`config.mk`:
```
export PLATFORM = sky130hd
export DESIGN_NAME = brbc_top
export DESIGN_NICKNAME = d
export VERILOG_FILES = /design/src/logic/brbc_pkg.sv /design/src/logic/brbc_top.sv
export SDC_FILE = /design/constraint.sdc
export NUM_CORES = 1
export LEC_CHECK = 0
export BUFFER_PORTS_ARGS = -buffer_cell sky130_fd_sc_hd__buf_2
export CAP_MARGIN = 20
export CORE_MARGIN = 3
export CORE_UTILIZATION = 52
export CTS_BUF_LIST = sky130_fd_sc_hd__clkbuf_2 sky130_fd_sc_hd__clkbuf_4 sky130_fd_sc_hd__clkbuf_8
export CTS_CLUSTER_DIAMETER = 150
export DETAILED_ROUTE_END_ITERATION = 8
export HOLD_SLACK_MARGIN = 0.12
export MAX_ROUTING_LAYER = met4
export PLACE_DENSITY = 0.91
export SYNTH_ARGS = -nofsm -noshare
export SYNTH_HDL_FRONTEND = slang
export SYNTH_SLANG_ARGS = --single-unit
```
`constraint.sdc`:
```
create_clock -name aclk -period 2.6 [get_ports aclk]
set_clock_uncertainty 0.1 [all_clocks]
set_input_delay 0.13 -clock aclk [delete_from_list [all_inputs] [get_ports aclk]]
set_output_delay 0.13 -clock aclk [all_outputs]
set_load 0.01 [all_outputs]
```
`src/logic/brbc_pkg.sv`:
```
/*
 * brbc_pkg: shared constants and carriers for the board reset and boot
 * control block.
 * Assumes a 32-bit AXI4-Lite register bus clocked by aclk at 125 MHz.
 */
package brbc_pkg;

  localparam logic [31:0] BRBC_SWRST_ADDR   = 32'hF0FF_A000;
  localparam logic [31:0] BRBC_STATUS_ADDR  = 32'hF0FF_A004;
  localparam logic [31:0] BRBC_LED_ADDR     = 32'hF0FF_A008;
  localparam logic [31:0] BRBC_TRIGGER_VAL  = 32'h0000_0001;
  localparam logic [31:0] BRBC_CONSOLE_ADDR = 32'hF0FF_A00C;

  // status word field positions
  localparam int BRBC_ST_BOOT_BIT = 0;
  localparam int BRBC_ST_HOLD_BIT = 1;
  localparam int BRBC_ST_DONE_BIT = 2;

  // console format word: baud in bits 23:0, data bits 27:24, stop 31:28
  localparam logic [23:0] BRBC_BAUD      = 24'h01_C200;
  localparam logic [3:0]  BRBC_DATA_BITS = 4'h8;
  localparam logic [3:0]  BRBC_STOP_BITS = 4'h1;

  localparam logic        BRBC_LED_RST   = 1'b0;
  localparam int          BRBC_RST_PULSE_NS = 1000;
  localparam int          BRBC_CLK_NS       = 8;
  localparam int          BRBC_RST_CYCLES   =
    (BRBC_RST_PULSE_NS + BRBC_CLK_NS - 1) / BRBC_CLK_NS;

  localparam logic [1:0]  BRBC_RESP_OKAY   = 2'h0;
  localparam logic [1:0]  BRBC_RESP_SLVERR = 2'h2;

  typedef struct packed {
    logic boot_select_jumper;
    logic config_hold_jumper;
    logic config_done;
  } brbc_straps_t;

  typedef struct packed {
    logic board_reset_n;
    logic reload_request;
  } brbc_reset_out_t;

endpackage : brbc_pkg

```
`src/logic/brbc_top.sv`:
```
/*
 * brbc_top: AXI4-Lite slave holding the software reset trigger, the jumper
 * status word, the user LED control and the fixed console format.
 * Assumes the configuration controller acts on reload_request and that
 * jumper inputs are already synchronous to aclk.
 */
`timescale 1ns/1ps

// Overview of operation
// - software reset reloads FPGA, resets all ICs
// - write 0x1 at reset word triggers reset (full-word write only)
// - boot select jumper readable by software
// - hold jumper shorted stops configuration at power-on
// - controller programs flash, configures on restart
// - whole flash readable and writable by processor
// - user LED lights on low output
// - console 115200 baud, 8 data, 1 stop
module brbc_top
  import brbc_pkg::*;
#(
  parameter int RST_CYCLES = BRBC_RST_CYCLES
) (
  input  wire logic          aclk,
  input  wire logic          aresetn,
  input  wire logic [31:0]   s_axi_awaddr,
  input  wire logic [2:0]    s_axi_awprot,
  input  wire logic          s_axi_awvalid,
  output logic               s_axi_awready,
  input  wire logic [31:0]   s_axi_wdata,
  input  wire logic [3:0]    s_axi_wstrb,
  input  wire logic          s_axi_wvalid,
  output logic               s_axi_wready,
  output logic [1:0]         s_axi_bresp,
  output logic               s_axi_bvalid,
  input  wire logic          s_axi_bready,
  input  wire logic [31:0]   s_axi_araddr,
  input  wire logic [2:0]    s_axi_arprot,
  input  wire logic          s_axi_arvalid,
  output logic               s_axi_arready,
  output logic [31:0]        s_axi_rdata,
  output logic [1:0]         s_axi_rresp,
  output logic               s_axi_rvalid,
  input  wire logic          s_axi_rready,
  input  wire brbc_straps_t  straps,
  output brbc_reset_out_t    reset_out,
  output logic               config_enable,
  output logic               user_indicator_led_n
);

  // one-hot so each output decode is a single state bit
  typedef enum logic [2:0] {
    BRBC_IDLE  = 3'b001,
    BRBC_PULSE = 3'b010,
    BRBC_WAIT  = 3'b100
  } brbc_state_t;

  logic [31:0]  awaddr_q, awaddr_d;
  logic         aw_have_q, aw_have_d;
  logic [31:0]  wdata_q, wdata_d;
  logic [3:0]   wstrb_q, wstrb_d;
  logic         w_have_q, w_have_d;
  logic         bvalid_q, bvalid_d;
  logic [1:0]   bresp_q, bresp_d;
  logic         rvalid_q, rvalid_d;
  logic [31:0]  rdata_q, rdata_d;
  logic [1:0]   rresp_q, rresp_d;
  logic         led_q, led_d;
  logic         hold_q, hold_d;
  logic         hold_taken_q;
  brbc_state_t  state_q, state_d;
  logic [15:0]  cnt_q, cnt_d;

  // prot bits are ignored: these words grant no privileged access
  wire aw_take  = s_axi_awvalid && s_axi_awready;
  wire w_take   = s_axi_wvalid && s_axi_wready;
  wire ar_take  = s_axi_arvalid && s_axi_arready;
  wire [31:0] wa = aw_have_q ? awaddr_q : s_axi_awaddr;
  wire [31:0] wd = w_have_q ? wdata_q : s_axi_wdata;
  wire [3:0]  ws = w_have_q ? wstrb_q : s_axi_wstrb;
  wire aw_ok = aw_have_q || s_axi_awvalid;
  wire w_ok  = w_have_q || s_axi_wvalid;
  // one write at a time: the response must drain before the next
  wire wr_do = aw_ok && w_ok && !bvalid_q;
  wire wr_rst = wr_do && (wa == BRBC_SWRST_ADDR);
  wire wr_led = wr_do && (wa == BRBC_LED_ADDR);
  // only a full-word write of exactly the trigger value fires
  wire fire   = wr_rst && (ws == 4'hF)
                && (wd == BRBC_TRIGGER_VAL);
  wire wr_map = wr_rst || wr_led;
  wire [31:0] status_word = {29'h0, straps.config_done,
                             hold_q, straps.boot_select_jumper};
  wire [31:0] console_word = {BRBC_STOP_BITS, BRBC_DATA_BITS,
                              BRBC_BAUD};
  wire rd_status  = s_axi_araddr == BRBC_STATUS_ADDR;
  wire rd_led     = s_axi_araddr == BRBC_LED_ADDR;
  wire rd_console = s_axi_araddr == BRBC_CONSOLE_ADDR;
  wire rd_swrst   = s_axi_araddr == BRBC_SWRST_ADDR;
  // flash window is left to its own decoder, none of it is claimed here
  wire rd_map = rd_status || rd_led || rd_console || rd_swrst;
  // reset word is write-only and reads back as zero
  wire [31:0] rd_word = rd_status  ? status_word :
                        rd_led     ? {31'h0, led_q} :
                        rd_console ? console_word : 32'h0;

  // ready drops while a half is held or a response waits
  assign s_axi_awready = !aw_have_q && !bvalid_q;
  assign s_axi_wready  = !w_have_q && !bvalid_q;
  assign s_axi_arready = !rvalid_q;
  assign s_axi_bvalid  = bvalid_q;
  assign s_axi_bresp   = bresp_q;
  assign s_axi_rvalid  = rvalid_q;
  assign s_axi_rdata   = rdata_q;
  assign s_axi_rresp   = rresp_q;

  always_comb begin
    awaddr_d  = aw_take ? s_axi_awaddr : awaddr_q;
    aw_have_d = (aw_have_q || aw_take) && !wr_do;
    wdata_d   = w_take ? s_axi_wdata : wdata_q;
    wstrb_d   = w_take ? s_axi_wstrb : wstrb_q;
    w_have_d  = (w_have_q || w_take) && !wr_do;
    bvalid_d  = wr_do || (bvalid_q && !s_axi_bready);
    // unmapped words answer with an error rather than a silent drop
    bresp_d   = wr_do ? (wr_map ? BRBC_RESP_OKAY : BRBC_RESP_SLVERR)
                      : bresp_q;
    rvalid_d  = ar_take || (rvalid_q && !s_axi_rready);
    // read word held in flops until the master takes it
    rdata_d   = ar_take ? rd_word : rdata_q;
    rresp_d   = ar_take ? (rd_map ? BRBC_RESP_OKAY : BRBC_RESP_SLVERR)
                        : rresp_q;
    led_d     = (wr_led && ws[0]) ? wd[0] : led_q;
    hold_d    = hold_taken_q ? hold_q : straps.config_hold_jumper;
  end

  // reset pulse sequencer; count loads on entry only, so a
  // trigger during the pulse cannot stretch it
  always_comb begin
    state_d = state_q;
    cnt_d   = cnt_q;
    case (state_q)
      BRBC_IDLE: begin
        if (fire) begin
          state_d = BRBC_PULSE;
          cnt_d   = 16'(RST_CYCLES);
        end
      end
      BRBC_PULSE: begin
        if (cnt_q <= 16'h1) begin
          state_d = BRBC_WAIT;
        end else begin
          cnt_d = cnt_q - 16'h1;
        end
      end
      // the board reset also clears us; stay parked until it does
      BRBC_WAIT: state_d = BRBC_WAIT;
      default: state_d = BRBC_IDLE;
    endcase
  end

  always_ff @(posedge aclk) begin
    if (!aresetn) begin
      aw_have_q <= 1'b0;
      w_have_q  <= 1'b0;
      bvalid_q  <= 1'b0;
      rvalid_q  <= 1'b0;
      led_q     <= BRBC_LED_RST;
      state_q   <= BRBC_IDLE;
      cnt_q     <= 16'h0;
    end else begin
      aw_have_q <= aw_have_d;
      w_have_q  <= w_have_d;
      bvalid_q  <= bvalid_d;
      rvalid_q  <= rvalid_d;
      led_q     <= led_d;
      state_q   <= state_d;
      cnt_q     <= cnt_d;
    end
  end

  // strap caught once after reset release
  // later jumper moves must not stop a configuration already running
  always_ff @(posedge aclk) begin
    if (!aresetn) begin
      hold_taken_q <= 1'b0;
      hold_q       <= 1'b0;
    end else begin
      hold_taken_q <= 1'b1;
      hold_q       <= hold_d;
    end
  end

  always_ff @(posedge aclk) begin
    if (!aresetn) begin
      awaddr_q <= 32'h0;
      wdata_q  <= 32'h0;
      wstrb_q  <= 4'h0;
      bresp_q  <= 2'h0;
      rdata_q  <= 32'h0;
      rresp_q  <= 2'h0;
    end else begin
      awaddr_q <= awaddr_d;
      wdata_q  <= wdata_d;
      wstrb_q  <= wstrb_d;
      bresp_q  <= bresp_d;
      rdata_q  <= rdata_d;
      rresp_q  <= rresp_d;
    end
  end

  // reload and board reset share one pulse so every IC sees the restart
  assign reset_out = '{board_reset_n:  (state_q != BRBC_PULSE),
                       reload_request: (state_q == BRBC_PULSE)};
  // configuration runs unless the hold strap was caught shorted after reset release
  assign config_enable = !hold_q;
  // led bit 1 means lit; pin is low to light
  assign user_indicator_led_n = !led_q;

endmodule // brbc_top

```
# == Yosys cells after proc, flatten, opt, wreduce, memory -nomap -nowiden ==
# Index checks and enable logic that the tools add are counted.
# word_totals
regBits,130
in_bits,116
# op_classes
n_eq_ne,15
reduce_logical,38
n_addsub,1
magnitude_cmp,1
n_mux,15
# op_table
op,n
$eq 32x32->1 const B,6
$mux 29,3
$mux 32,2
$eq 32x1->1 const B,1
$mux 16,2
$pmux 16 s2,1
$le 16x1->1 const B,1
$logic_and 1x1->1,16
$sub 16x1->16 const B,1
$logic_or 1x1->1,10
$logic_not 1->1,9
$pmux 3 s3,1
$mux 3,2
$eq 4x4->1 const B,1
$mux 2,2
$mux 4,1
$ne 2x2->1 const B,2
$eq 3x1->1 const B,1
$eq 3x2->1 const B,1
$eq 3x3->1 const B,1
$ne 3x2->1 const B,1
$reduce_and 3->1,1
$ne 2x1->1 const B,1
$reduce_and 2->1,1
other kinds (2),2

# == Logic depth before layout (Yosys ltp) ==
# Gate-level depths: netlist of the first run.
# depth
depth_word,8
ltp_mapped,8
ltp_nobuf,7

# == Worst setup path after synthesis of the first run ==
# OpenSTA, ideal clock, no wires.
# synth_path
path_kind,register -> register
from,register awaddr_q[2]
to,register cnt_q[3]
path_buffers,1
required_time_ps,2442
setup_time_ps,58
stages_incl_launch_ff,8
period_less_slack_ps,2065
path_slack_ps,535
t_arrival_ps,1907
path_cell_list,dfxtp_1 > or4b_1 > or4_1 > o41ai_2 > nand3_2 > o21ai_2 > buf_6 > o221a_4
# synth_between
elab_chain_cells,7
# synth_rtl
element,line_no,text
start: declaration,brbc_top.sv:57,"logic [31:0] awaddr_q, awaddr_d;"
start signal: assignment,brbc_top.sv:200,awaddr_q <= awaddr_d;
$mux 32,brbc_top.sv:77,wire [31:0] wa = aw_have_q ? awaddr_q : s_axi_awaddr;
$eq 32x32->1,brbc_top.sv:84,wire wr_rst = wr_do && (wa == BRBC_SWRST_ADDR);
$logic_and 1x1->1,brbc_top.sv:84,
$logic_and 1x1->1,brbc_top.sv:87,wire fire = wr_rst && (ws == 4'hF)
$logic_and 1x1->1,brbc_top.sv:88,&& (wd == BRBC_TRIGGER_VAL);
$ne 2x2->1 (no line),n/a,
$reduce_and 3->1 (no line),n/a,
end signal: assignment,brbc_top.sv:175,cnt_q <= cnt_d;
end: declaration,brbc_top.sv:71,"logic [15:0] cnt_q, cnt_d;"
# Every way passes these cells.
# A chain may end at the register's enable or synchronous reset.

# == Final worst setup path of the first run ==
# layout_path
from,input s_axi_awaddr[2]
to,register cnt_q[4]
# layout_between
elab_chain_cells,7
# layout_rtl
element,line_no,text
start: declaration,brbc_top.sv:25,"input wire logic [31:0] s_axi_awaddr,"
$mux 32,brbc_top.sv:77,
$eq 32x32->1,brbc_top.sv:84,
$logic_and 1x1->1,brbc_top.sv:84,
$logic_and 1x1->1,brbc_top.sv:87,
$logic_and 1x1->1,brbc_top.sv:88,
$ne 2x2->1 (no line),n/a,
$reduce_and 3->1 (no line),n/a,
# Every way passes these cells.

==> flow_summary.toml, run 1 <==
[worst_setup_path]
critPathKind = "input pin to flip-flop"
crit_required_ps = 2800
end_kind = "flip-flop"
critPathMaxFanout = 12
regToRegSetupSlack_ps = 270
critical_path_arrival_ps = 2650
cp.buffers_inverters = 3
slowest_delay_ps = 700
start_kind = "input pin"
critPathSlowestCell = "or4b_2"
crit_chain = "dlygate4sd3_1 -> buf_2 -> or4b_2 -> o41ai_2 -> nand3_2 -> o21ai_2 -> buf_4 -> o221a_2"
cp_top_family = "simple AND/OR/NAND/NOR gates"

[sta]
relSlewSlack_pct = 58.1
clock.fmax_mhz = 408
slew_viol_final = 0
final.period_utilization_pct = 94.3
finalHoldViolations = 0
period_needed_ps = 2450
fin_tns_setup_ps = 0
rsz0062_at_grt = "false"
setup_viol = 0
tightest_slew_ps = 627

[yosys]
seq_area_frac_synth_pct = 44.2
synth-async-reset-ratio_pct = 0
postSynthAreaPerCell_sq_um = 7.93
synth_edf_count = 0
synth_top_area_share_pct = 44.2
synth_seq_cells = 100
synth_area_leaders = "dfxtp_1, nand2_1, a21oi_1, buf_4, nor4_1"
synth_top_flop_cell = "dfxtp_1"
synth_warnings = 0
syn_area_sq_um = 4530
synth_top_area_cell = "dfxtp_1"
yosysMostFrequentCell = "nand2_1"
synthTopCellsByCount = "nand2_1, dfxtp_1, a21oi_1"
synth_cell_types = 56
synth_cells = 571

[floorplanning]
die_w_um = 99.3
dieHeight_um = 99.3
coreArea_sq_um = 8340
ios = 161
row_count = 33
start_util_pct = 54.3
dieArea_sq_um = 9870

[routing]
ant_nets = 0
routedWlPerCell_um = 16.7
dr.pass1.iters = 6
vias = 5048
via_per_inst = 5.71
drt_iter0_drc = 404
drcViolationCount = 0
wl_um = 14800

[clock_network]
cts_buffer_depth = 2
clk_pin_slew_ps = 90
cts_tree = "built"
clk_latency_ps = 370
clock_sinks = 100
htree_levels = 3
cts_root_buffer = "clkbuf_8"
cts_buffers = 9

[grt]
grt_pass1_wl_um = 23800
overflow = 0
grt_pass1_vias = 4947
antenna_found_initial = 2
gr-usage-all-layers_pct = 31.1
grt_max_degree = 60

[cells_and_area]
postLayoutCellArea_sq_um = 6210
syn2layout_area_growth_pct = 37.1
layout-drive-gt1-share_pct = 22.7
num-fill-cells = 575
layout.nets = 889

[pwr]
p_leak_uw = 0.00263
p_per_area_nw_per_um2 = 527
ir_drop_mv = 0.368

[placed_design]
gp_congestion = 0.901
dpl.hpwl_um = 8590
port_buffers = 129
placed_area_sq_um = 5160

[hold_path]
hp-class = "input pin to flip-flop"

[run_status]
status = "complete, no violations"

[job]
drv_cap = 0
-- cell type report --
cell class	count	area [sq um]	share of cell area, %
multi-input cells	429	2250	36.2
flip-flops and latches	100	2000	32.2
repair buffers	224	1590	25.6
clock buffers	10	131	2.12
well taps	105	131	2.12
clock inverters	6	71.3	1.15
inverters	7	26.3	0.423
diodes	3	7.51	0.121
-- power by group --
| group | switching (uW) | internal, uW | leakage (uW) |
|---|---|---|---|
| registers | 58.1 | 1620 | 0.000818 |
| logic | 311 | 264 | 0.00172 |
| clock network | 555 | 465 | 0.0000969 |
| total | 924 | 2350 | 0.00263 |
-- routing by layer --
metal / GRT usage (%) / vias up / wire length, um
li1: - / 2339 / -
met1: 33.3 / 2331 / 5390
met2: 54.3 / 300 / 7550
met3: 6.31 / 78 / 1100
met4: 15.9 / 0 / 776
met5: - / - / 0
-- stage by stage --
stage / hold slack, ps / setup WS, ps / std cells / total power [uW] / utilization (%)
CTS: 123 / 177 / 881 / 3240 / 74.3
floorplan: 57.7 / 535 / 595 / 1990 / -
finish: 151 / 148 / 884 / 3270 / 74.4
global placement: 268 / 407 / 782 / 2130 / 61.9
global route: 167 / 68.2 / 883 / 3410 / 74.4
detailed placement: 288 / 303 / 782 / 2150 / 61.9
-- registers in the layout, summed over array words and instances (netlist names) --
signal,cells
awaddr_q,32
w_have_q,1
cnt_q,16
state_q,3
s_axi_bvalid,1
s_axi_rdata,4
aw_have_q,1
s_axi_bresp,1
s_axi_rvalid,1
hold_taken_q,1
wstrb_q,4
wdata_q,32
s_axi_rresp,1
hold_q,1
led_q,1
-- worst reg2reg max path: stages (launching register included) --
cell	delay [ps]
dfxtp_1	580
nor2_1	120
or3_2	520
a211oi_2	240
nand3_2	170
o21ai_2	150
buf_4	200
o221a_2	200
-- worst paths after layout --
path,from,endpoint,cells past startpoint
worst max-delay path,s_axi_awaddr[2],cnt_q[4],8
worst min-delay path,s_axi_araddr[2],s_axi_rdata[0],4
worst max register to register,w_have_q,cnt_q[4],7
worst min register to register,awaddr_q[25],awaddr_q[25],2
-- what timing repair did --
action	CTS	global route
endpoints found under the hold margin	90	0
setup buffers	0	0
setup endpoints to repair	0	1
gates resized for setup	0	1
hold buffers	83	0
-- logic make-up after synthesis --
| family | Yosys count | share of synthesized area [%] |
|---|---|---|
| fa+ha+maj | 2 | 0.552 |
| simple gates | 277 | 29.3 |
| mux | 5 | 1.11 |
| compound gates | 117 | 16.0 |
| flops | 100 | 44.2 |
| xor+xnor | 3 | 0.580 |
| buf+inv | 66 | 8.23 |
| other cells | 1 | 0.0828 |
-- cells in the final DEF (no fill, tap or decap), types with 3 or more instances in the layout --
master           n
o22ai_1          8
nor4_1          19
a32oi_1          3
xnor2_1          3
nor2b_1          4
nand4b_1         3
nand2_1        155
conb_1          25
nor3b_1          3
a31oi_1          5
inv_1            5
clkbuf_8         9
o21ai_0          5
dfxtp_1        100
nand2b_1         5
or3_1            3
and4b_1          3
nand4_1          9
nor2_1          25
buf_4           10
mux2i_1          5
diode_2          3
nand3_1          9
nor3_1          15
dlygate4sd3_1   83
nor4b_1          5
or4_1            3
o31ai_1          3
buf_2          129
a21oi_1         77
Note: power is estimated with default switching activity, not from simulation.
==> inputs of run 2 (changes only) <==
--- a/config.mk
+++ b/config.mk
@@ -17,2 +17,3 @@
 export PLACE_DENSITY = 0.91
+export REMOVE_ABC_BUFFERS = 1
 export SYNTH_ARGS = -nofsm -noshare
==> constraint.sdc (replaced) <==
create_clock -name aclk -period 2.6 [get_ports aclk]
set_clock_uncertainty 0.1 [all_clocks]
set_input_delay 0.52 -clock aclk [delete_from_list [all_inputs] [get_ports aclk]]
set_output_delay 0.52 -clock aclk [all_outputs]
set_load 0.01 [all_outputs]
==> run 2 against run 1 <==
  * Clock power increased by 9%
  * Design area decreased by 13%
  * Sequential cell count unchanged
  * Utilization decreased by 9.6 points
  * Setup slack improved by 130 ps
  * Combinational power decreased by 23%
  * Count of clock-buffer cells in the layout unchanged
  * Routed wire length decreased by 26%
  * First-iteration DRC count decreased by 58%
==> flow_summary.toml, run 2 (synthesized netlist as in run 1, its figures left out) <==
[worst_setup_path]
critical_path_arrival_ps = 1710
slowest_delay_ps = 340
end_kind = "output pin"
critPathSlowestCell = "dfxtp_1"
cp_top_family = "buffers and inverters"
critPathKind = "flip-flop to output pin"
crit_chain = "nor2b_1 -> nand2b_1 -> clkinv_1 -> buf_2"
crit_required_ps = 1980
critPathMaxFanout = 8
cp.buffers_inverters = 2
start_kind = "flip-flop"

[clock_network]
clk_latency_ps = 370
post_cts_buffers = 0
clock_sinks = 100
ctsResizeCount = 0
clk_pin_slew_ps = 100
cts_buffer_depth = 2
cts_hold_buf = 0
htree_levels = 3
cts_buffers = 9
cts_tree = "built"
cts_root_buffer = "clkbuf_8"

[sta]
final.period_utilization_pct = 89.4
rsz0062_at_grt = "false"
fin_tns_setup_ps = 0
clock.fmax_mhz = 430
period_needed_ps = 2330
whs_ps = 282
finalHoldViolations = 0
slew_viol_final = 0
setup_viol = 0

[routing]
via_per_inst = 5.52
wl_um = 10900
drt_iter0_drc = 171
routedWlPerCell_um = 13.7
ant_nets = 0
dr.pass1.iters = 5
drcViolationCount = 0
vias = 4413

[cells_and_area]
final_cell_mix = "nand2_1, buf_2, dfxtp_1"
layout-drive-gt1-share_pct = 25.4
syn2layout_area_growth_pct = 19.3
layout.nets = 807
n_antenna_cell = 0
fin_cells = 799
num-fill-cells = 736
final_common_cell = "nand2_1"
top_regs = "awaddr_q x32, wdata_q x32, cnt_q x16"

[hold_path]
hp-class = "input pin to flip-flop"

[pwr]
p_per_area_nw_per_um2 = 597
ir_drop_mv = 0.404
p_leak_uw = 0.00232

[floorplanning]
die_w_um = 99.3
ios = 161
row_count = 33
coreArea_sq_um = 8340
dieArea_sq_um = 9870
start_util_pct = 54.3
dieHeight_um = 99.3

[placed_design]
port_buffers = 129
dp.cells = 783
gp_congestion = 0.897
dpl.hpwl_um = 8320

[grt]
grt_pass1_wl_um = 17800
antenna_found_initial = 0
grt_max_degree = 37
gr-usage-all-layers_pct = 22.5
grt_pass1_vias = 4150
overflow = 0

[job]
drv_cap = 0

[run_status]
status = "complete, no violations"
-- run 2: path summary, 6_finish.rpt --
kind / from / endpoint / slack (ps) / depth (start not counted)
worst min register to register: awaddr_q[11] / awaddr_q[11] / 360 / 2
worst max-delay path: state_q[1] / reset_out[0] / 270 / 4
worst min-delay path: s_axi_wdata[27] / wdata_q[27] / 280 / 3
worst max register to register: w_have_q / cnt_q[6] / 280 / 7
-- run 2: final cells by class --
class / instances / area [sq um] / share of cell area, %
repair buffers: 142 / 768 / 14.2
inverters: 7 / 26.3 / 0.486
well taps: 105 / 131 / 2.43
multi-input cells: 429 / 2240 / 41.5
clock buffers: 10 / 138 / 2.55
flip-flops and latches: 100 / 2000 / 37.0
clock inverters: 6 / 95.1 / 1.76
-- run 2: worst register-to-register path, cell delays in order (launching register included) --
cell      delay (ps)
dfxtp_1          610
nor2_1           120
or3_2            530
a211oi_2         240
nand3_2          140
o21ai_2          190
buf_12           150
o221a_2          190
-- run 2: metrics by stage --
step / setup slack (ps) / instance area [sq um] / total power [uW] / util [%]
4_1_cts: 286 / 5410 / 3230 / 64.8
2_1_floorplan: 257 / 4270 / 1940 / -
6_report: 275 / 5410 / 3230 / 64.8
5_1_grt: 126 / 5410 / 3370 / 64.8
3_3_place_gp: 65.1 / 5170 / 2120 / 62.0
3_5_place_dp: 16.0 / 5170 / 2150 / 62.0
-- run 2: power by group --
group / internal (uW) / switching, uW / leakage [uW]
clock network: 576 / 536 / 0.000117
logic: 179 / 261 / 0.00138
registers: 1620 / 53.7 / 0.000818
-- run 2: per-layer routing --
metal  global-route usage, %  wire, um  vias up  share of wire [%]
met5                       -         0        -                  0
met4                    7.56       191        0                1.7
met3                    4.63       937       22                8.6
met2                    39.3      5420      192                 50
met1                    25.6      4370     2014                 40
li1                        -         -     2185                  -
